## config.mk

```make
export PLATFORM = sky130hd
export DESIGN_NAME = dmmd_map
export DESIGN_NICKNAME = d
export VERILOG_FILES = /design/src/dmmd_pkg.sv /design/src/dmmd_map.sv /design/src/dmmd_decode.sv
export VERILOG_INCLUDE_DIRS = /design/src
export SDC_FILE = /design/constraint.sdc
export NUM_CORES = 1
export LEC_CHECK = 0
export BUFFER_PORTS_ARGS = -buffer_cell sky130_fd_sc_hd__buf_2
export CORE_MARGIN = 8
export CORE_UTILIZATION = 47
export DETAILED_ROUTE_END_ITERATION = 8
export PLACE_DENSITY = 0.78
export SYNTH_ARGS = -nofsm -noshare
export SYNTH_HDL_FRONTEND = slang
export SYNTH_SLANG_ARGS = --single-unit
```

## constraint.sdc

```tcl
create_clock -name clk_in -period 2.85 [get_ports clk_in]
set_input_delay 0.4275 -clock clk_in [delete_from_list [all_inputs] [get_ports clk_in]]
set_output_delay 0.4275 -clock clk_in [all_outputs]
set_load 0.01 [all_outputs]
```

## src/dmmd_regs.svh

```systemverilog
/*
 memory map decoder constants: map boundaries, register offsets, reset values.
 assumes a 24-bit word address per space and a 32-bit AXI4-Lite register bus.
*/
`ifndef DMMD_REGS_SVH
`define DMMD_REGS_SVH

`define DMMD_IO_TOP 24'hFFFF80
`define DMMD_SW_IO_LO 24'hFFF000
`define DMMD_ROM_LO 24'hFF0000
`define DMMD_INT_HI 24'h00FFFF
`define DMMD_BOOT_SMALL_HI 24'hFF00BF
`define DMMD_BOOT_BIG_HI 24'hFF0C00
`define DMMD_PROM_LO 24'hFF00C0
`define DMMD_BANK_WORDS 2048
`define DMMD_BANK_LSB 11
`define DMMD_SEG_LSB 4
`define DMMD_CACHE_WORDS 1024
`define DMMD_SC_PAGE 4'hF
`define DMMD_SC_HI 8'hFF

`define DMMD_OFS_CTRL 8'h00
`define DMMD_OFS_EXTP 8'h04
`define DMMD_OFS_STALLS 8'h08
`define DMMD_OFS_REFUSED 8'h0C
`define DMMD_CTRL_CE 0
`define DMMD_CTRL_SC 1
`define DMMD_CTRL_SW_LSB 4
`define DMMD_CTRL_RST 5'h00
`define DMMD_RESP_OKAY 2'h0
`define DMMD_RESP_SLVERR 2'h2

`endif

```

## src/dmmd_pkg.sv

```systemverilog
/*
 types of the memory map decoder: spaces and decode targets.
 assumes dmmd_regs.svh for all numeric constants.
*/
package dmmd_pkg;
	typedef enum logic [1:0] {
		DMMD_SP_X = 2'h0,
		DMMD_SP_Y = 2'h1,
		DMMD_SP_P = 2'h2
	} dmmd_space_t;

	typedef enum logic [2:0] {
		DMMD_RG_NONE = 3'h0,
		DMMD_RG_RAM = 3'h1,
		DMMD_RG_ROM = 3'h2,
		DMMD_RG_PERIPH = 3'h3,
		DMMD_RG_BOOT = 3'h4,
		DMMD_RG_EXT = 3'h5,
		DMMD_RG_REFUSED = 3'h6
	} dmmd_region_t;
endpackage : dmmd_pkg

```

## src/dmmd_map.sv

```systemverilog
/*
 memory map decoder top: decodes core and DMA accesses, stalls DMA on bank
 collisions, holds map control in AXI4-Lite registers.
 assumes requesters hold a stalled DMA access and share clk_in and rst_in.
*/
`timescale 1ns/1ps
`include "dmmd_regs.svh"
module dmmd_map import dmmd_pkg::*; #(
	parameter int X_RAM_WORDS = 65536,
	parameter int Y_RAM_WORDS = 65536,
	parameter int P_RAM_WORDS = 32768,
	parameter int X_ROM_BANKS = 30,
	parameter int Y_ROM_BANKS = 30,
	parameter int P_ROM_BANKS = 32,
	parameter bit BOOT_BIG = 1'b0,
	parameter bit X_IO_INT = 1'b1,
	parameter bit Y_IO_INT = 1'b1,
	parameter logic [7:0] Y_SEG_INT = 8'hFF,
	parameter int NUM_SW_MODES = 4,
	parameter int SW_STEP = 4096
) (
	// clock and reset
	input wire logic clk_in,
	input wire logic rst_in,
	// core access
	input wire logic core_valid_in,
	input wire dmmd_space_t core_space_in,
	input wire logic [23:0] core_addr_in,
	// dma access
	input wire logic dma_valid_in,
	input wire dmmd_space_t dma_space_in,
	input wire logic [23:0] dma_addr_in,
	// decode results
	output dmmd_region_t core_region_out,
	output logic [4:0] core_bank_out,
	output dmmd_region_t dma_region_out,
	output logic [4:0] dma_bank_out,
	output logic dma_stall_out,
	output logic dma_refused_out,
	// axi4-lite slave
	input wire logic [7:0] s_axi_awaddr,
	input wire logic s_axi_awvalid,
	output logic s_axi_awready,
	input wire logic [31:0] s_axi_wdata,
	input wire logic [3:0] s_axi_wstrb,
	input wire logic s_axi_wvalid,
	output logic s_axi_wready,
	output logic [1:0] s_axi_bresp,
	output logic s_axi_bvalid,
	input wire logic s_axi_bready,
	input wire logic [7:0] s_axi_araddr,
	input wire logic s_axi_arvalid,
	output logic s_axi_arready,
	output logic [31:0] s_axi_rdata,
	output logic [1:0] s_axi_rresp,
	output logic s_axi_rvalid,
	input wire logic s_axi_rready
);
	typedef struct packed {
		logic awrdy;
		logic wrdy;
		logic bvld;
		logic [1:0] bresp;
		logic arrdy;
		logic rvld;
		logic [1:0] rresp;
		logic [31:0] rdata;
		logic aw_got;
		logic w_got;
		logic [7:0] awaddr;
		logic [31:0] wdata;
		logic wstrb0;
		logic ce;
		logic sc;
		logic [2:0] sw;
		logic [15:0] stalls;
		logic [15:0] refused;
		dmmd_region_t c_rgn;
		logic [4:0] c_bank;
		dmmd_region_t d_rgn;
		logic [4:0] d_bank;
		logic stall;
		logic refuse;
	} dmmd_state_t;

	// switch mode count must be 4 to 8 and device boundaries must fit the 16-bit internal window
	if (NUM_SW_MODES < 4 || NUM_SW_MODES > 8) begin : g_bad_sw
		$error("switch mode count must be 4 to 8");
	end
	if (P_RAM_WORDS + (NUM_SW_MODES - 1) * SW_STEP + `DMMD_CACHE_WORDS > 65536 ||
		X_RAM_WORDS < (NUM_SW_MODES - 1) * SW_STEP || X_RAM_WORDS > 65536 ||
		Y_RAM_WORDS > 65536 || X_ROM_BANKS > 30 || Y_ROM_BANKS > 30 ||
		P_ROM_BANKS > 32) begin : g_bad_map
		$error("internal memory does not fit its window");
	end

	dmmd_state_t s_r;
	dmmd_state_t s_nxt;
	dmmd_region_t c_rgn;
	dmmd_region_t d_rgn;
	logic [4:0] c_bank;
	logic [4:0] d_bank;
	logic collide;

	////////////////////////////////////////////////////////////////////////////
	dmmd_decode #(
		.X_RAM_WORDS(X_RAM_WORDS), .Y_RAM_WORDS(Y_RAM_WORDS), .P_RAM_WORDS(P_RAM_WORDS),
		.X_ROM_BANKS(X_ROM_BANKS), .Y_ROM_BANKS(Y_ROM_BANKS), .P_ROM_BANKS(P_ROM_BANKS),
		.BOOT_BIG(BOOT_BIG), .X_IO_INT(X_IO_INT), .Y_IO_INT(Y_IO_INT),
		.Y_SEG_INT(Y_SEG_INT), .SW_STEP(SW_STEP)
	) u_core_dec (
		.space_in(core_space_in),
		.addr_in(core_addr_in),
		.dma_in(1'b0),
		.ce_in(s_r.ce),
		.sc_in(s_r.sc),
		.sw_in(s_r.sw),
		.region_out(c_rgn),
		.bank_out(c_bank)
	);

	dmmd_decode #(
		.X_RAM_WORDS(X_RAM_WORDS), .Y_RAM_WORDS(Y_RAM_WORDS), .P_RAM_WORDS(P_RAM_WORDS),
		.X_ROM_BANKS(X_ROM_BANKS), .Y_ROM_BANKS(Y_ROM_BANKS), .P_ROM_BANKS(P_ROM_BANKS),
		.BOOT_BIG(BOOT_BIG), .X_IO_INT(X_IO_INT), .Y_IO_INT(Y_IO_INT),
		.Y_SEG_INT(Y_SEG_INT), .SW_STEP(SW_STEP)
	) u_dma_dec (
		.space_in(dma_space_in),
		.addr_in(dma_addr_in),
		.dma_in(1'b1),
		.ce_in(s_r.ce),
		.sc_in(s_r.sc),
		.sw_in(s_r.sw),
		.region_out(d_rgn),
		.bank_out(d_bank)
	);

	function automatic logic is_bank(input dmmd_region_t r);
		is_bank = (r == DMMD_RG_RAM) || (r == DMMD_RG_ROM);
	endfunction : is_bank

	// first external program word: RAM, switch share, and cache when disabled
	function automatic logic [23:0] ext_p_start(input logic ce, input logic [2:0] sw);
		logic [31:0] v;
		v = 32'(P_RAM_WORDS) + 32'(sw) * 32'(SW_STEP);
		if (!ce) begin
			v = v + 32'(`DMMD_CACHE_WORDS);
		end
		ext_p_start = v[23:0];
	endfunction : ext_p_start

	function automatic logic [32:0] rd_word(input dmmd_state_t st, input logic [7:0] a);
		case (a)
			`DMMD_OFS_CTRL: rd_word = {1'b1, 25'h0000000, st.sw, 2'h0, st.sc, st.ce};
			`DMMD_OFS_EXTP: rd_word = {1'b1, 8'h00, ext_p_start(st.ce, st.sw)};
			`DMMD_OFS_STALLS: rd_word = {1'b1, 16'h0000, st.stalls};
			`DMMD_OFS_REFUSED: rd_word = {1'b1, 16'h0000, st.refused};
			default: rd_word = {1'b0, 32'h00000000};
		endcase
	endfunction : rd_word

	////////////////////////////////////////////////////////////////////////////
	// same space, same bank: core keeps the slot, DMA waits for a free one
	assign collide = core_valid_in && dma_valid_in && core_space_in == dma_space_in &&
		is_bank(c_rgn) && c_rgn == d_rgn && c_bank == d_bank;

	always_comb begin
		logic [32:0] rw;
		rw = 33'h000000000;
		s_nxt = s_r;
		// decode stage
		s_nxt.c_rgn = core_valid_in ? c_rgn : DMMD_RG_NONE;
		s_nxt.c_bank = core_valid_in ? c_bank : 5'h00;
		s_nxt.d_rgn = dma_valid_in ? d_rgn : DMMD_RG_NONE;
		s_nxt.d_bank = dma_valid_in ? d_bank : 5'h00;
		s_nxt.stall = collide;
		s_nxt.refuse = dma_valid_in && d_rgn == DMMD_RG_REFUSED;
		if (collide && s_r.stalls != 16'hFFFF) begin
			s_nxt.stalls = s_r.stalls + 16'h0001;
		end
		if (s_nxt.refuse && s_r.refused != 16'hFFFF) begin
			s_nxt.refused = s_r.refused + 16'h0001;
		end
		// write channel: address and data taken in either order
		if (s_r.awrdy && s_axi_awvalid) begin
			s_nxt.aw_got = 1'b1;
			s_nxt.awaddr = s_axi_awaddr;
		end
		if (s_r.wrdy && s_axi_wvalid) begin
			s_nxt.w_got = 1'b1;
			s_nxt.wdata = s_axi_wdata;
			s_nxt.wstrb0 = s_axi_wstrb[0];
		end
		if (s_r.bvld && s_axi_bready) begin
			s_nxt.bvld = 1'b0;
		end
		if (s_r.aw_got && s_r.w_got && !s_r.bvld) begin
			s_nxt.aw_got = 1'b0;
			s_nxt.w_got = 1'b0;
			s_nxt.bvld = 1'b1;
			s_nxt.bresp = `DMMD_RESP_OKAY;
			if (s_r.awaddr == `DMMD_OFS_CTRL) begin
				if (s_r.wstrb0) begin
					s_nxt.ce = s_r.wdata[`DMMD_CTRL_CE];
					s_nxt.sc = s_r.wdata[`DMMD_CTRL_SC];
					// an unsupported switch mode keeps the old one
					if (32'(s_r.wdata[`DMMD_CTRL_SW_LSB +: 3]) < 32'(NUM_SW_MODES)) begin
						s_nxt.sw = s_r.wdata[`DMMD_CTRL_SW_LSB +: 3];
					end
				end
			end else begin
				rw = rd_word(s_r, s_r.awaddr);
				if (!rw[32]) begin
					s_nxt.bresp = `DMMD_RESP_SLVERR;
				end
			end
		end
		s_nxt.awrdy = !s_nxt.aw_got && !s_nxt.bvld;
		s_nxt.wrdy = !s_nxt.w_got && !s_nxt.bvld;
		// read channel
		if (s_r.rvld && s_axi_rready) begin
			s_nxt.rvld = 1'b0;
		end
		if (s_r.arrdy && s_axi_arvalid) begin
			rw = rd_word(s_r, s_axi_araddr);
			s_nxt.rvld = 1'b1;
			s_nxt.rdata = rw[31:0];
			s_nxt.rresp = rw[32] ? `DMMD_RESP_OKAY : `DMMD_RESP_SLVERR;
		end
		s_nxt.arrdy = !s_nxt.rvld;
	end

	always_ff @(posedge clk_in or posedge rst_in) begin
		if (rst_in) begin
			s_r <= '0;
			{s_r.sw, s_r.sc, s_r.ce} <= `DMMD_CTRL_RST;
		end else begin
			s_r <= s_nxt;
		end
	end

	////////////////////////////////////////////////////////////////////////////
	assign core_region_out = s_r.c_rgn;
	assign core_bank_out = s_r.c_bank;
	assign dma_region_out = s_r.d_rgn;
	assign dma_bank_out = s_r.d_bank;
	assign dma_stall_out = s_r.stall;
	assign dma_refused_out = s_r.refuse;
	assign s_axi_awready = s_r.awrdy;
	assign s_axi_wready = s_r.wrdy;
	assign s_axi_bresp = s_r.bresp;
	assign s_axi_bvalid = s_r.bvld;
	assign s_axi_arready = s_r.arrdy;
	assign s_axi_rdata = s_r.rdata;
	assign s_axi_rresp = s_r.rresp;
	assign s_axi_rvalid = s_r.rvld;

	// boot end as built, so rom checks start where the boot rom stops
	localparam logic [23:0] BOOT_LAST = BOOT_BIG ? `DMMD_BOOT_BIG_HI : `DMMD_BOOT_SMALL_HI;
endmodule : dmmd_map

```

## src/dmmd_decode.sv

```systemverilog
/*
 combinational address decode of one access into a target region and bank.
 assumes control bits come from registers on the same clock as the access.
*/
`timescale 1ns/1ps
`include "dmmd_regs.svh"
module dmmd_decode import dmmd_pkg::*; #(
	parameter int X_RAM_WORDS = 65536,
	parameter int Y_RAM_WORDS = 65536,
	parameter int P_RAM_WORDS = 32768,
	parameter int X_ROM_BANKS = 30,
	parameter int Y_ROM_BANKS = 30,
	parameter int P_ROM_BANKS = 32,
	parameter bit BOOT_BIG = 1'b0,
	parameter bit X_IO_INT = 1'b1,
	parameter bit Y_IO_INT = 1'b1,
	parameter logic [7:0] Y_SEG_INT = 8'hFF,
	parameter int SW_STEP = 4096
) (
	// access
	input wire dmmd_space_t space_in,
	input wire logic [23:0] addr_in,
	input wire logic dma_in,
	// map control
	input wire logic ce_in,
	input wire logic sc_in,
	input wire logic [2:0] sw_in,
	// result
	output dmmd_region_t region_out,
	output logic [4:0] bank_out
);
	logic [23:0] ea;
	logic [31:0] ea32;
	logic [31:0] xtop;
	logic [31:0] ytop;
	logic [31:0] ptop;
	logic [23:0] boot_hi;

	always_comb begin
		// compatibility map folds the 16-bit io page onto the top page
		ea = addr_in;
		if (sc_in && space_in != DMMD_SP_P && addr_in[23:16] == 8'h00 &&
			addr_in[15:12] == `DMMD_SC_PAGE) begin
			ea = {`DMMD_SC_HI, addr_in[15:0]};
		end
		ea32 = {8'h00, ea};
		// switch modes move banks from X data to program RAM
		xtop = 32'(X_RAM_WORDS) - 32'(sw_in) * 32'(SW_STEP);
		ytop = 32'(Y_RAM_WORDS);
		ptop = 32'(P_RAM_WORDS) + 32'(sw_in) * 32'(SW_STEP);
		if (!ce_in) begin
			ptop = ptop + 32'(`DMMD_CACHE_WORDS);
		end
		boot_hi = BOOT_BIG ? `DMMD_BOOT_BIG_HI : `DMMD_BOOT_SMALL_HI;
		bank_out = ea[`DMMD_BANK_LSB +: 5];
		region_out = DMMD_RG_EXT;
		case (space_in)
			DMMD_SP_X: begin
				if (ea >= `DMMD_IO_TOP) begin
					region_out = DMMD_RG_PERIPH;
				end else if (ea >= `DMMD_SW_IO_LO) begin
					region_out = X_IO_INT ? DMMD_RG_PERIPH : DMMD_RG_EXT;
				end else if (ea >= `DMMD_ROM_LO) begin
					if (32'(bank_out) < 32'(X_ROM_BANKS)) begin
						region_out = DMMD_RG_ROM;
					end
				end else if (ea <= `DMMD_INT_HI && ea32 < xtop) begin
					region_out = DMMD_RG_RAM;
				end
			end
			DMMD_SP_Y: begin
				if (ea >= `DMMD_IO_TOP) begin
					if (Y_SEG_INT[ea[`DMMD_SEG_LSB +: 3]]) begin
						region_out = DMMD_RG_PERIPH;
					end
				end else if (ea >= `DMMD_SW_IO_LO) begin
					region_out = Y_IO_INT ? DMMD_RG_PERIPH : DMMD_RG_EXT;
				end else if (ea >= `DMMD_ROM_LO) begin
					if (32'(bank_out) < 32'(Y_ROM_BANKS)) begin
						region_out = DMMD_RG_ROM;
					end
				end else if (ea <= `DMMD_INT_HI && ea32 < ytop) begin
					region_out = DMMD_RG_RAM;
				end
			end
			DMMD_SP_P: begin
				if (ea >= `DMMD_ROM_LO && ea <= boot_hi) begin
					region_out = dma_in ? DMMD_RG_REFUSED : DMMD_RG_BOOT;
				end else if (ea >= `DMMD_PROM_LO) begin
					if (32'(bank_out) < 32'(P_ROM_BANKS)) begin
						region_out = DMMD_RG_ROM;
					end
				end else if (ea <= `DMMD_INT_HI && ea32 < ptop) begin
					region_out = DMMD_RG_RAM;
				end
			end
			default: begin
				region_out = DMMD_RG_NONE;
			end
		endcase
	end
endmodule : dmmd_decode

```

# [After elaboration in Yosys (flattened, before gate mapping)]
# Memory sizes are Yosys's and may differ from the RTL's.
# Cells that the tools add are included.
[word_totals] ff_bits=114 rom_bits=16 in_bits=113 out_inout_bits=59 word_cells=173 memories=2
[classes] add_sub_neg=5 magnitude_cmp=23 n_eq_ne=22 mux=52 reduce_logical=45
[memory_table] memory="(no name shown)" depth=8 word_bits=1 read_ports=1 rd_ports_with_merged_regs=0 wr=0 line="dmmd_decode.sv:73" source="if (Y_SEG_INT[ea[`DMMD_SEG_LSB +: 3]]) begin"
[memory_table] memory="(no name shown)" depth=8 word_bits=1 read_ports=1 rd_ports_with_merged_regs=0 wr=0 line="dmmd_decode.sv:73"
[ops] cell="$ge A24 B24 Y1 const B" n=8
[ops] cell="$pmux W33 S4" n=1
[ops] cell="$lt A24 B32 Y1" n=4
[ops] cell="$mux W33" n=3
[ops] cell="$pmux W33 S3" n=1
[ops] cell="$mux W3" n=29
[ops] cell="$le A24 B16 Y1 const B" n=2
[ops] cell="$le A24 B24 Y1 const B" n=2
[ops] cell="$lt A24 B17 Y1 const B" n=2
[ops] cell="$mux W24" n=2
[ops] cell="$mux W35" n=1
[ops] cell="$add A16 B1 Y16 const B" n=2
[ops] cell="$add A32 B11 Y32 const B" n=1
[ops] cell="$eq A8 B4 Y1 const B" n=4
[ops] cell="$logic_not A8 Y1" n=4
[ops] cell="$mux W32" n=1
[ops] cell="$ne A16 B16 Y1 const B" n=2
[ops] cell="$logic_and A1 B1 Y1" n=31
[ops] cell="$pmux W3 S3" n=2
[ops] cell="$sub A17 B15 Y18 const A" n=1
[ops] cell="$add A16 B15 Y17 const A" n=1
[ops] cell="$eq A8 B3 Y1 const B" n=2
[ops] cell="$lt A5 B5 Y1 const B" n=2
[ops] cell="$mux W5" n=2
[ops] cell="19 further kinds" n=37

# [Logic depth before layout (Yosys ltp)]
# Gate-level depths: netlist of the first run.
[depth] word_depth=18 ltp_mapped=14 depth_no_buf=12

# [Modules after synthesis]
# Synthesis of the first run repeated with hierarchy kept, for this count alone.
[hier_totals] hier_cells=527 area_unflattened_um2=5397.7
[by_module_without_submodules] module="dmmd_map" instances=1 cells_each=409 area_each_um2=4509.3 seq_area_each_um2=2352.3
[by_module_without_submodules] module="dmmd_decode" instances=2 cells_each=59 area_each_um2=444.2 seq_area_each_um2=0.0

# [Worst setup path before layout of the first run]
# No wires, ideal clock.
[synth_path] path_kind="input to register" start="in dma_space_in[1]" end="reg s_r[35] in the netlist's numbering" setup_time_ns=0.128 arrival_ns=3.197 required_ns=2.722 slack_ns=-0.474 cell_stages=13 n_path_buf=2 cell_sequence="buf_4 -> nor2b_2 -> or3b_4 -> nor2_1 -> or2_2 -> ha_1 -> a21o_1 -> o21ai_0 -> a32oi_2 -> or4_1 -> buf_6 -> nor2_2 -> mux2_1"
[synth_between] elab_chain_cells=16 word_cells_on_any_way=40 cone_classes="order compare (9); eq/ne (5); mux (13); reduce/logical (13)"
[synth_lines] item="start, declared" line="dmmd_map.sv:31" source="input wire dmmd_space_t dma_space_in,"
[synth_lines] item="$ne A2 B2 Y1" line="dmmd_decode.sv:42" source="if (sc_in && space_in != DMMD_SP_P && addr_in[23:16] == 8'h00 &&"
[synth_lines] item="$logic_and A1 B1 Y1 (2 in a row)" line="dmmd_decode.sv:42"
[synth_lines] item="$logic_and A1 B1 Y1 (no source line)"
[synth_lines] item="$mux W24" line="dmmd_decode.sv:42"
[synth_lines] item="$lt A24 B32 Y1 (tied with other cells)" line="dmmd_decode.sv:67" source="end else if (ea <= `DMMD_INT_HI && ea32 < xtop) begin"
[synth_lines] item="$logic_and A1 B1 Y1 (on tied branches)" line="dmmd_decode.sv:67, dmmd_decode.sv:82"
[synth_lines] item="$mux W3 (on tied branches)" line="dmmd_decode.sv:67, dmmd_decode.sv:82"
[synth_lines] item="$mux W3 (on tied branches)" line="dmmd_decode.sv:63, dmmd_decode.sv:78"
[synth_lines] item="$mux W3 (on tied branches)" line="dmmd_decode.sv:61, dmmd_decode.sv:76"
[synth_lines] item="$mux W3 (on tied branches)" line="dmmd_decode.sv:59, dmmd_decode.sv:72"
[synth_lines] item="$pmux W3 S3" line="dmmd_decode.sv:57" source="case (space_in)"
[synth_lines] item="$eq A3 B3 Y1" line="dmmd_map.sv:165" source="is_bank(c_rgn) && c_rgn == d_rgn && c_bank == d_bank;"
[synth_lines] item="$logic_and A1 B1 Y1 (*) (2 in a row)" line="dmmd_map.sv:165"
[synth_lines] item="$logic_and A1 B1 Y1 (*)" line="dmmd_map.sv:178" source="if (collide && s_r.stalls != 16'hFFFF) begin"
[synth_lines] item="end signal, assigned" line="dmmd_map.sv:238" source="s_r <= s_nxt;"
[synth_lines] item="end, declared" line="dmmd_map.sv:97" source="dmmd_state_t s_r;"
# Every way passes the cells marked *; elsewhere a longest branch is shown, timed or not.
# A chain may end at the register's enable or synchronous reset.

# [Worst setup path in the final report of the first run]
[layout_path] start="reg s_r[53] in the netlist's numbering" end="reg s_r[46] in the netlist's numbering"
[layout_between] elab_chain_cells=17 word_cells_on_any_way=66 cone_classes="order compare (18); eq/ne (3); mux (26); reduce/logical (19)"
[layout_lines] item="$logic_and A1 B1 Y1 (2 in a row)" line="dmmd_decode.sv:42"
[layout_lines] item="$logic_and A1 B1 Y1 (no source line)"
[layout_lines] item="$mux W24" line="dmmd_decode.sv:42"
[layout_lines] item="$lt A24 B32 Y1 (tied with other cells)" line="dmmd_decode.sv:67"
[layout_lines] item="$logic_and A1 B1 Y1 (on tied branches)" line="dmmd_decode.sv:67, dmmd_decode.sv:82"
[layout_lines] item="$mux W3 (on tied branches)" line="dmmd_decode.sv:67, dmmd_decode.sv:82"
[layout_lines] item="$mux W3 (on tied branches)" line="dmmd_decode.sv:63, dmmd_decode.sv:78"
[layout_lines] item="$mux W3 (on tied branches)" line="dmmd_decode.sv:61, dmmd_decode.sv:76"
[layout_lines] item="$mux W3 (on tied branches)" line="dmmd_decode.sv:59, dmmd_decode.sv:72"
[layout_lines] item="$pmux W3 S3" line="dmmd_decode.sv:57"
[layout_lines] item="$eq A3 B1 Y1 or $eq A3 B2 Y1 (tied branches)" line="dmmd_map.sv:139" source="is_bank = (r == DMMD_RG_RAM) || (r == DMMD_RG_ROM);"
[layout_lines] item="$logic_or A1 B1 Y1" line="dmmd_map.sv:139"
[layout_lines] item="$logic_and A1 B1 Y1" line="dmmd_map.sv:164" source="assign collide = core_valid_in && dma_valid_in && core_space_in == dma_space_in &&"
[layout_lines] item="$logic_and A1 B1 Y1 (*) (2 in a row)" line="dmmd_map.sv:165"
[layout_lines] item="$logic_and A1 B1 Y1 (*)" line="dmmd_map.sv:178"
# Marked as above.

==> results of run 1 <==
-- power by group through the flow --
stage	sequential (mW)	combinational [mW]	clock [mW]
after floorplan	1.59	0.406	0
after global placement	1.60	0.567	0
after detailed placement	1.61	0.595	0
after CTS	1.59	0.620	1.25
after global routing	1.61	0.685	1.31
final	1.59	0.622	1.23
-- flip-flops by register name (all words and copies together) (netlist names), 3 cells and up --
name             flops
s_r                 53
dma_region_out       3
core_region_out      3
dma_bank_out         5
s_axi_rdata         16
core_bank_out        5
-- per-stage QoR --
stage / utilization / cells / area [sq um] / worst slack, ns
global route: 0.5734 / 786 / 6435 / -0.1146
global placement: 0.5355 / 766 / 6010 / -0.2472
floorplan: - / 539 / 5455 / -0.1299
detailed placement: 0.5355 / 766 / 6010 / -0.3791
finish: 0.5734 / 786 / 6435 / -0.009920
CTS: 0.5715 / 786 / 6414 / -0.006650
-- cell usage after synthesis (3+ instances only) --
| library cell | number | area [sq um] |
|---|---|---|
| o211ai_1 | 3 | 22.52 |
| a21oi_1 | 10 | 50.05 |
| and3_1 | 6 | 37.54 |
| xnor2_1 | 14 | 122.6 |
| a22oi_1 | 9 | 67.56 |
| ha_1 | 20 | 250.2 |
| nor3_1 | 11 | 55.05 |
| inv_1 | 19 | 71.32 |
| nor2b_1 | 5 | 31.28 |
| and2_1 | 13 | 81.33 |
| and4_2 | 3 | 30.03 |
| nand4_1 | 13 | 81.33 |
| o21ai_0 | 22 | 110.1 |
| mux2_2 | 26 | 292.8 |
| mux2i_1 | 6 | 60.06 |
| a211oi_1 | 4 | 30.03 |
| o21a_1 | 5 | 37.54 |
| and4_1 | 4 | 35.03 |
| buf_4 | 53 | 397.9 |
| or4_1 | 4 | 30.03 |
| nor4_1 | 15 | 93.84 |
| nand3_1 | 17 | 85.08 |
| nand2_1 | 40 | 150.1 |
| xor2_1 | 23 | 201.4 |
| clkbuf_1 | 6 | 22.52 |
| nor3_2 | 6 | 60.06 |
| dfrtp_1 | 94 | 2352 |
| nor2_1 | 30 | 112.6 |
| nor3b_2 | 3 | 37.54 |
-- worst max path at each step --
stage | startpoint | endpoint | slack (ns) | cells past startpoint
6_report | s_r[53] | s_r[46] | -0.01 | 12
3_5_place_dp | core_addr_in[21] | s_r[49] | -0.38 | 13
5_1_grt | s_r[53] | s_r[46] | -0.11 | 13
4_1_cts | s_r[53] | s_r[36] | -0.007 | 11
2_1_floorplan | dma_space_in[1] | s_r[35] | -0.13 | 13
3_3_place_gp | core_addr_in[21] | s_r[49] | -0.25 | 13
-- worst register-to-register path: cells and delay by family (launching register included) --
kind	cells	cell delay, ns
AND/OR/NAND/NOR	5	1.24
AO/OA/AOI/OAI	3	0.43
flip-flops	1	0.42
buffers and inverters	2	0.32
adder cells (fa/ha/maj)	1	0.19
XOR/XNOR	1	0.19
-- metal layers --
layer,GRT usage,part of all wire
met1,0.2114,0.42
met2,0.3095,0.50
met3,0.03680,0.066
met4,0.06245,0.014
met5,0,0
-- kinds of logic (layout without fill, tap and decap cells) --
logic type / count (synthesis) / count (layout) / synth area share
buffers and inverters: 82 / 186 / 0.09688
muxes: 33 / 33 / 0.06826
other: 1 / 18 / 0.0007031
xor gates and xnor gates: 37 / 37 / 0.06076
adders and majority gates: 20 / 20 / 0.04692
and+or+nand+nor: 186 / 186 / 0.1996
DFF: 94 / 94 / 0.4410
AOI/OAI and AO/OA: 69 / 69 / 0.08586
-- area by class of cell --
| type | count | area, sq um | share of cell area |
|---|---|---|---|
| multi-input cells | 363 | 2643 | 0.4107 |
| repair buffers | 151 | 879.6 | 0.1367 |
| well taps | 143 | 178.9 | 0.02780 |
| clock buffers | 9 | 225.2 | 0.03500 |
| flip-flops and latches | 94 | 2354 | 0.3657 |
| inverters | 19 | 75.07 | 0.01167 |
| clock inverters | 7 | 80.08 | 0.01244 |
-- what timing repair did --
item,CTS,global route
resized for setup,17,5
endpoints found under the hold margin,0,0
setup endpoints to repair,12,14
setup buffers,4,0
pin swaps,13,7
==> results.md, run 1 <==
* Fill cells at slightly below 1,000
* Post-synth EDFFs at 0
* Clk sinks at 94
* Startpoint Class: flop
* Cell Int Power at ~2.5 mW
* Antenna diode count at 0
* CP Capture Type: flop
* Avg Inst Size Synth at around 10 sq um
* Power Density at ~530 nW/um^2
* DRC at 0
* Hold_ws at roughly 0.19 ns
* Seq pwr share at 0.461
* Crit-path max FO at 6
* CTS Hold Bufs at 0
* Detail Route Antenna Nets at 0
* Worst path max stage delay at between 0.4 and 0.5 ns
* Reg2reg path depth at 12
* Fin crit share at 1.003
* Die Span X at 122.5 microns
* CP max stage cell: dfrtp_2
* Critical Path, Cell by Cell: or3b_4 > nor2_4 > or2_4 > ha_4 > a21o_1 > o21ai_2 > a32oi_2 > buf_4 > or4_4 > buf_6 > nor3_1 > xor2_1
* Via-per-instance ratio at about 5.5
* Most common cell after layout, fill and taps aside: buf_2
* Number of global-route vias before repair at ~4,500
* Switching power at about 0.94 mW
* Share of post-route cells with drive strength above 1 at 0.3748
* Leak pwr at 3.166 nW
* Worst-Skew Late Latency at 0.34 ns
* Cells after Synth at 522
* DRT iter0 DRCs at 403
* Rows at 39
* Worst path required time at a little over 3 ns
* Tot Pwr at between 3 and 4 mW
* Initial Util at 0.4753
* Worst slew margin at 0.5843
* Worst-path clk slew at 0.07 ns
* Clk root buf: clkbuf_16
* Gate power share at 0.181
* Yosys warns at 0
* Gr ovfl total at 0
* DP HPWL at 10,200 microns
* Area grow syn2layout at 20.64%
* Max Root-Sink Buffers at 2
* First-pass GRT wire length at 21,170 microns
* Crit-path leading delay family: simple AND/OR/NAND/NOR gates
* Seq/Total Area, Yosys at 0.4410
* Post-synth cell types at 60
* Outcome: complete, but fails checks
* Final max-slew violation count at 0
* IO Pins at 172
* # setup viols final at 1
* H-tree depth at 3
* Fin nets at between 700 and 800
* Share of total power in the clock network at 0.358
* WL final at ~13,000 microns
* FFs w/ async S/R, synth at 1.000
* CP Class: flop to flop
* Initial antenna violation count at 0
* Drt first pass iters at 5
* Sw frac at 0.2747
* Placer congestion estimate at between 0.8 and 0.9
* Worst-Margin Slew at approximately 0.62 ns
* RSZ-0062 raised after global routing: true
* Reg-to-reg slack, setup at -0.01 ns
* Maximum vdd drop at 407.0 uV
* Final Hold Viols at 0
* Worst reg2reg endpoint: s_r[46]
* Mapped Area at 5334 sq um
* Core Box Area at 11,220 sq um
* Slack of the critical path at -0.009920 ns
* Number of synthesized register bits at 94
* DIE HEIGHT at ~120 microns
* Most frequent cells in the layout: 111 x buf_2, 93 x dfrtp_1, 40 x nand2_1
* Failing checks: negative setup slack
* PortBufs at between 100 and 150
* CTS buffer count at 9
* Final Skew at around 0.0067 ns
* FMAX at between 300 and 400 MHz
* Die area at approximately 15,000 sq um
* Pin count of the biggest net entering global routing at 95
* Via count at roughly 4,300
* CTS tree: built
* Data arrival, critical path at approximately 3.1 ns
* DR WL/cell at about 17 microns
* Max Cap Viol at 0
* Worst path bufs/invs at 2
* Setup_tns at -0.009920 ns
* Tot GR Track Use at 0.1769
* HP Class: input pin to async pin
* Synth Flop Type: dfrtp_1
* Worst R2R Start: s_r[53]
* Fin crit period at about 2.9 ns
No activity file was read; power rests on OpenSTA's default activity.
==> run 2: changes to the inputs <==
--- a/config.mk
+++ b/config.mk
@@ -8,9 +8,9 @@
 export LEC_CHECK = 0
 export BUFFER_PORTS_ARGS = -buffer_cell sky130_fd_sc_hd__buf_2
 export CORE_MARGIN = 8
-export CORE_UTILIZATION = 47
+export CORE_UTILIZATION = 45
 export DETAILED_ROUTE_END_ITERATION = 8
-export PLACE_DENSITY = 0.78
+export PLACE_DENSITY = 0.75
 export SYNTH_ARGS = -nofsm -noshare
 export SYNTH_HDL_FRONTEND = slang
 export SYNTH_SLANG_ARGS = --single-unit
==> run 2 against run 1 <==
  * The run now ends clean
  * Critical path depth grew 1
  * Core utilization shrank 0.74 points
  * Clock power is essentially flat
  * Combinational power grew 3%
  * Sequential share of layout area shrank 0.48 points
  * Flip-flop and latch count is the same
  * Via count shrank 0.69%
  * Cell count grew 0.38%
  * Worst setup slack gained 0.050 ns
  * First-iteration DRC count shrank 26%
  * Cell area grew 1.3%
  * Die area grew 3.9%
  * Critical path type unchanged
  * Critical endpoint is now s_r[43]
  * Largest power group unchanged
==> results.md, run 2 (synthesized netlist as in run 1, its figures left out) <==
* Worst-path clk slew at ~0.070 ns
* Worst slew margin at 0.4309
* Fin crit share at 0.9860
* Clk root buf: clkbuf_16
* Worst-Skew Late Latency at 0.35 ns
* CP Capture Type: flop
* Initial antenna violation count at 0
* Crit-path max FO at 6
* Crit-path leading delay family: simple AND/OR/NAND/NOR gates
* Cell Count, Final, Fillers Out at between 700 and 800
* CP max stage cell: or4_4
* HP Class: input pin to async pin
* Worst path bufs/invs at 3
* Die area at about 16,000 sq um
* DP HPWL at a little over 10,000 microns
* Most frequent cells in the layout: 111 x buf_2, 94 x dfrtp_1, 40 x nand2_1
* Gr ovfl total at 0
* PortBufs at 111
* First-pass GRT wire length at about 22,000 microns
* Max reg flops at between 50 and 60
* Worst path max stage delay at approximately 0.58 ns
* Area grow syn2layout at 22.19%
* H-tree depth at 3
* Via-per-instance ratio at 5.439
* CP Class: flop to flop
* DIE HEIGHT at 124.9 microns
* RSZ-0062 raised after global routing: true
* Placed insts at 769
* Fin crit period at approximately 2.8 ns
* Most flop-heavy register: s_r
* Rows at 39
* Outcome: complete, no violations
* Final Hold Viols at 0
* WL final at between 10,000 and 15,000 microns
* # setup viols final at 0
* Startpoint Class: flop
* Slack of the critical path at 0.04003 ns
* Crit path top cell by count: buf_4
* Leak pwr at 3.240 nW
* FMAX at about 360 MHz
* DRC at 0
* Pin count of the biggest net entering global routing at 57
* Max Root-Sink Buffers at 2
* Core Box Area at around 12,000 sq um
* Die Span X at ~120 microns
* IO Pins at 172
* Worst-Margin Slew at 0.8519 ns
* CTS Hold Bufs at 0
* Antenna diode count at 0
* DRT iter0 DRCs at 298
* Worst path required time at 3.12 ns
* Via count at around 4,300
* Tot GR Track Use at 0.1739
* CTS tree: built
* Detail Route Antenna Nets at 0
* Final max-slew violation count at 0
* Initial Util at 0.4632
* Pre-CTS setup slack at -0.3286 ns
* Maximum vdd drop at between 400 and 500 uV
* Critical Path, Cell by Cell: buf_4 > buf_4 > nand3_2 > o21bai_1 > ha_1 > nand2_1 > nor3_1 > a211oi_2 > nor3_2 > or4_4 > buf_12 > nor3_4 > xor2_1
* Max Cap Viol at 0
* Number of global-route vias before repair at 4,560
* Final Skew at a little under 0.009 ns
* Share of post-route cells with drive strength above 1 at 0.3793
* Power Density at ~530 nW/um^2
* Most common cell after layout, fill and taps aside: buf_2
* Clk sinks at 94
* Tot Pwr at between 3 and 4 mW
* Data arrival, critical path at about 3 ns
* Fin nets at roughly 770
* Drt first pass iters at 5
* Placer congestion estimate at about 0.9
* DR WL/cell at 17.10 microns
* CTS buffer count at 9
## run 2: changes by cell type in the layout (fill, tap and decap cells not counted), moves of 2 or more
| cell | change |
|---|---|
| buf_4 | +3 |
| ha_2 | -2 |
| inv_6 | -2 |
| nor3_4 | +4 |
| nor3_2 | -3 |
| inv_1 | -2 |
| ha_4 | +2 |
## run 2: repair_timing
item / in CTS / in global routing
hold endpoints to repair: 0 / 0
pin swaps: 11 / 9
gates resized for setup: 14 / 14
setup endpoints to repair: 6 / 16
buffers inserted: 3 / 2
## run 2: layout make-up
type | count | area (sq um)
timing repair buffer | 154 | 910.9
sequential | 94 | 2352
clock buffer | 11 | 242.7
fill | 1002 | 4999
inverter | 19 | 77.57
tap | 143 | 178.9
clock inverter | 5 | 66.31
multi-input combinational | 363 | 2689
## run 2: metal layers
metal	GRT usage	vias up	wire, microns
met5	0	-	0
met4	0.07163	0	316
met3	0.05094	28	977
met2	0.2928	155	6607
met1	0.2030	2086	5594
li1	-	2022	-
## run 2: power breakdown
part	total, mW	internal (mW)	switching (mW)	leakage (nW)
clock network	1.25	0.716	0.537	0.148
logic	0.642	0.313	0.329	1.86
registers	1.58	1.50	0.0845	1.23
## run 2: worst paths after layout
| path | depth (start not counted) | end | startpoint | slack [ns] |
|---|---|---|---|---|
| min in group clk_in | 2 | s_r[88] | s_axi_awaddr[0] | 0.31 |
| hold reg to reg | 2 | s_axi_rdata[15] | s_axi_rdata[15] | 0.47 |
| setup / recovery | 13 | s_r[43] | s_r[53] | 0.04 |
| hold / removal | 2 | dma_region_out[1] | rst_in | 0.24 |
| setup reg to reg | 13 | s_r[43] | s_r[53] | 0.04 |
| max in group asynchronous | 3 | s_r[36] | rst_in | 1.88 |
## run 2: stage by stage
stage                     setup TNS (ns)    util  instance area [sq um]  hold WS (ns)
final                                  0  0.5660                   6518        0.2367
after floorplan                  -0.1516       -                   5455        0.4444
after global routing             -0.7560  0.5660                   6518        0.2934
after CTS                        -0.2704  0.5600                   6449        0.2479
after detailed placement          -3.172  0.5249                   6045        0.4560
after global placement            -1.965  0.5249                   6045        0.4580
==> run 3: changes to the inputs <==
--- a/config.mk
+++ b/config.mk
@@ -11,6 +11,7 @@
 export CORE_UTILIZATION = 45
 export DETAILED_ROUTE_END_ITERATION = 8
 export PLACE_DENSITY = 0.75
+export RECOVER_POWER = 50
 export SYNTH_ARGS = -nofsm -noshare
 export SYNTH_HDL_FRONTEND = slang
 export SYNTH_SLANG_ARGS = --single-unit
==> run 3 against run 2 <==
  * The run now ends with max-capacitance violations, max-slew violations left
  * Worst hold slack better by 0.070 ns
  * Cell count stayed put
  * First-iteration DRC count is 1.7% lower
  * Register-to-register slack hardly changed
  * Largest cell class unchanged
==> results.md, run 3 (synthesized netlist as in run 1, its figures left out) <==
* Outcome: complete, but fails checks
* Failing checks: max-capacitance violations, max-slew violations
* Sequential Area at 2352 sq um
* Max Cap Viol at 1
* Fin crit share at 0.9867
* Worst path required time at 3.12 ns
* CP Class: flop to flop
* DRT iter0 DRCs at ~290
* Min-delay src: s_axi_awaddr[0]
* Final max-slew violation count at 40
* Fin nets at 774
* Most frequent cells in the layout: 110 x buf_2, 94 x dfrtp_1, 40 x nand2_1
* Cell area after layout at 6497 sq um
* DIE HEIGHT at between 100 and 150 microns
* PortBufs at ~110
* Reg2reg path depth at 13
* DRC at 0
* Final Skew at 0.009263 ns
* CTS buffer count at 9
* Power Density at 534.1 nW/um^2
* Grt met1 use at 0.2030
* Worst-path clk slew at 0.07 ns
* # setup viols final at 0
* Fin crit period at about 2.8 ns
* FMAX at 355.6 MHz
* DR WL/cell at 17.08 microns
* Drt first pass iters at 4
* Number of global-route vias before repair at ~4,600
* Max reg flops at 53
* Worst reg2reg endpoint: s_r[43]
* Worst-Margin Slew at 1.668 ns
* Tot GR Track Use at 0.1739
* Leak pwr at 3.222 nW
* Most common cell after layout, fill and taps aside: buf_2
* Clk sinks at 94
* Core Box Area at around 12,000 sq um
* Pin count of the biggest net entering global routing at 57
* Worst Hold Depth at 2
* Post-DP Area at ~6000 sq um
* IO Pins at 172
* Busiest grt layer: met2
* Initial Util at 0.4632
* Gr ovfl total at 0
* Worst slew margin at -0.1180
* Share of post-route cells with drive strength above 1 at 0.3762
* CTS tree: built
* Core Util, Final at 0.5642
* Hold Path End: s_r[88]
* Clk root buf: clkbuf_16
* Initial antenna violation count at 0
* Setup_tns at 0 ns
* Data arrival, critical path at 3.09 ns
* CTS Hold Bufs at 0
* Final Hold Viols at 0
* WL final at about 13,000 microns
* Cell Count, Final, Fillers Out at roughly 800
* CP Capture Type: flop
* Placed insts at between 700 and 800
* Reg-to-reg slack, setup at around 0.038 ns
* Most flop-heavy register: s_r
* Met3 Use GR at 0.05094
* Startpoint Class: flop
* First-pass GRT wire length at approximately 22,000 microns
* Detail Route Antenna Nets at 0
* Via count at between 4,000 and 5,000
* RSZ-0062 raised after global routing: true
* Area grow syn2layout at 21.82%
* Placer congestion estimate at around 0.9
* Crit-path max FO at 6
* Max Root-Sink Buffers at 2
* Die area at 15,590 sq um
* Die Span X at 124.9 microns
* HP Class: input pin to flop
* Fill cells at around 1,000
* Area of the multi-input gates at roughly 2700 sq um
* Maximum vdd drop at 496.5 uV
* GR met2 Demand/Resource at 0.2928
* Worst-Skew Late Latency at ~0.35 ns
* Worst R2R Start: s_r[53]
* Antenna diode count at 0
* Via-per-instance ratio at about 5.4
* DP HPWL at about 10,000 microns
* Rows at 39
* H-tree depth at 3
-- run 3: cell types whose count changed in the layout (fill, tap and decap cells not counted), sizes merged --
cell,before,now
buf,154,152
clkbuf,11,13
-- run 3: worst max path at each step --
stage | start | end | cells after the start
floorplan | dma_space_in[1] | s_r[35] | 13
global placement | core_addr_in[21] | s_r[35] | 13
detailed placement | dma_addr_in[15] | s_r[35] | 13
CTS | s_r[53] | s_r[39] | 12
global route | s_r[53] | s_r[43] | 13
finish | s_r[53] | s_r[43] | 13
-- run 3: timing repair --
| item | 4_1_cts | 5_1_grt |
|---|---|---|
| resized for setup | 14 | 14 |
| endpoints found under the setup margin | 6 | 16 |
| buffers inserted | 3 | 2 |
| pin swaps | 11 | 9 |
-- run 3: routing by layer --
layer / wire (microns) / up-vias
li1: - / 2025
met1: 5590 / 2066
met2: 6566 / 151
met3: 968 / 31
met4: 349 / 0
met5: 0 / -
-- run 3: where the power goes --
| group | switching [mW] | total [mW] | leakage (nW) | internal (mW) |
|---|---|---|---|---|
| sequential | 0.0842 | 1.58 | 1.23 | 1.50 |
| combinational | 0.328 | 0.637 | 1.85 | 0.310 |
| clock | 0.537 | 1.25 | 0.148 | 0.715 |
| total | 0.949 | 3.47 | 3.22 | 2.52 |
-- run 3: worst max-delay path: stages, from the launching register on --
cell and delay, ns:
dfrtp_1 0.38, buf_4 0.15, buf_4 0.14, nand3_2 0.06
o21bai_1 0.09, ha_1 0.32, nand2_1 0.08, nor3_1 0.06
a211oi_2 0.26, nor3_2 0.10, or4_4 0.58, buf_12 0.18
nor3_4 0.15, xor2_1 0.16
-- run 3: metrics by stage --
step                hold slack (ns)  total power, mW  setup WS, ns
floorplan                    0.4444            2.000       -0.1299
global placement             0.4580            2.165       -0.2444
detailed placement           0.4560            2.209       -0.3286
CTS                          0.2479            3.488      -0.05834
global route                 0.3083            3.629       -0.1230
finish                       0.3070            3.470       0.03783
-- run 3: cell type report --
| class | instances | share of cell area |
|---|---|---|
| well taps | 143 | 0.02754 |
| clock inverters | 5 | 0.01021 |
| clock buffers | 11 | 0.03736 |
| repair buffers | 154 | 0.1375 |
| multi-input cells | 363 | 0.4138 |
| inverters | 19 | 0.01155 |
| flip-flops and latches | 94 | 0.3620 |
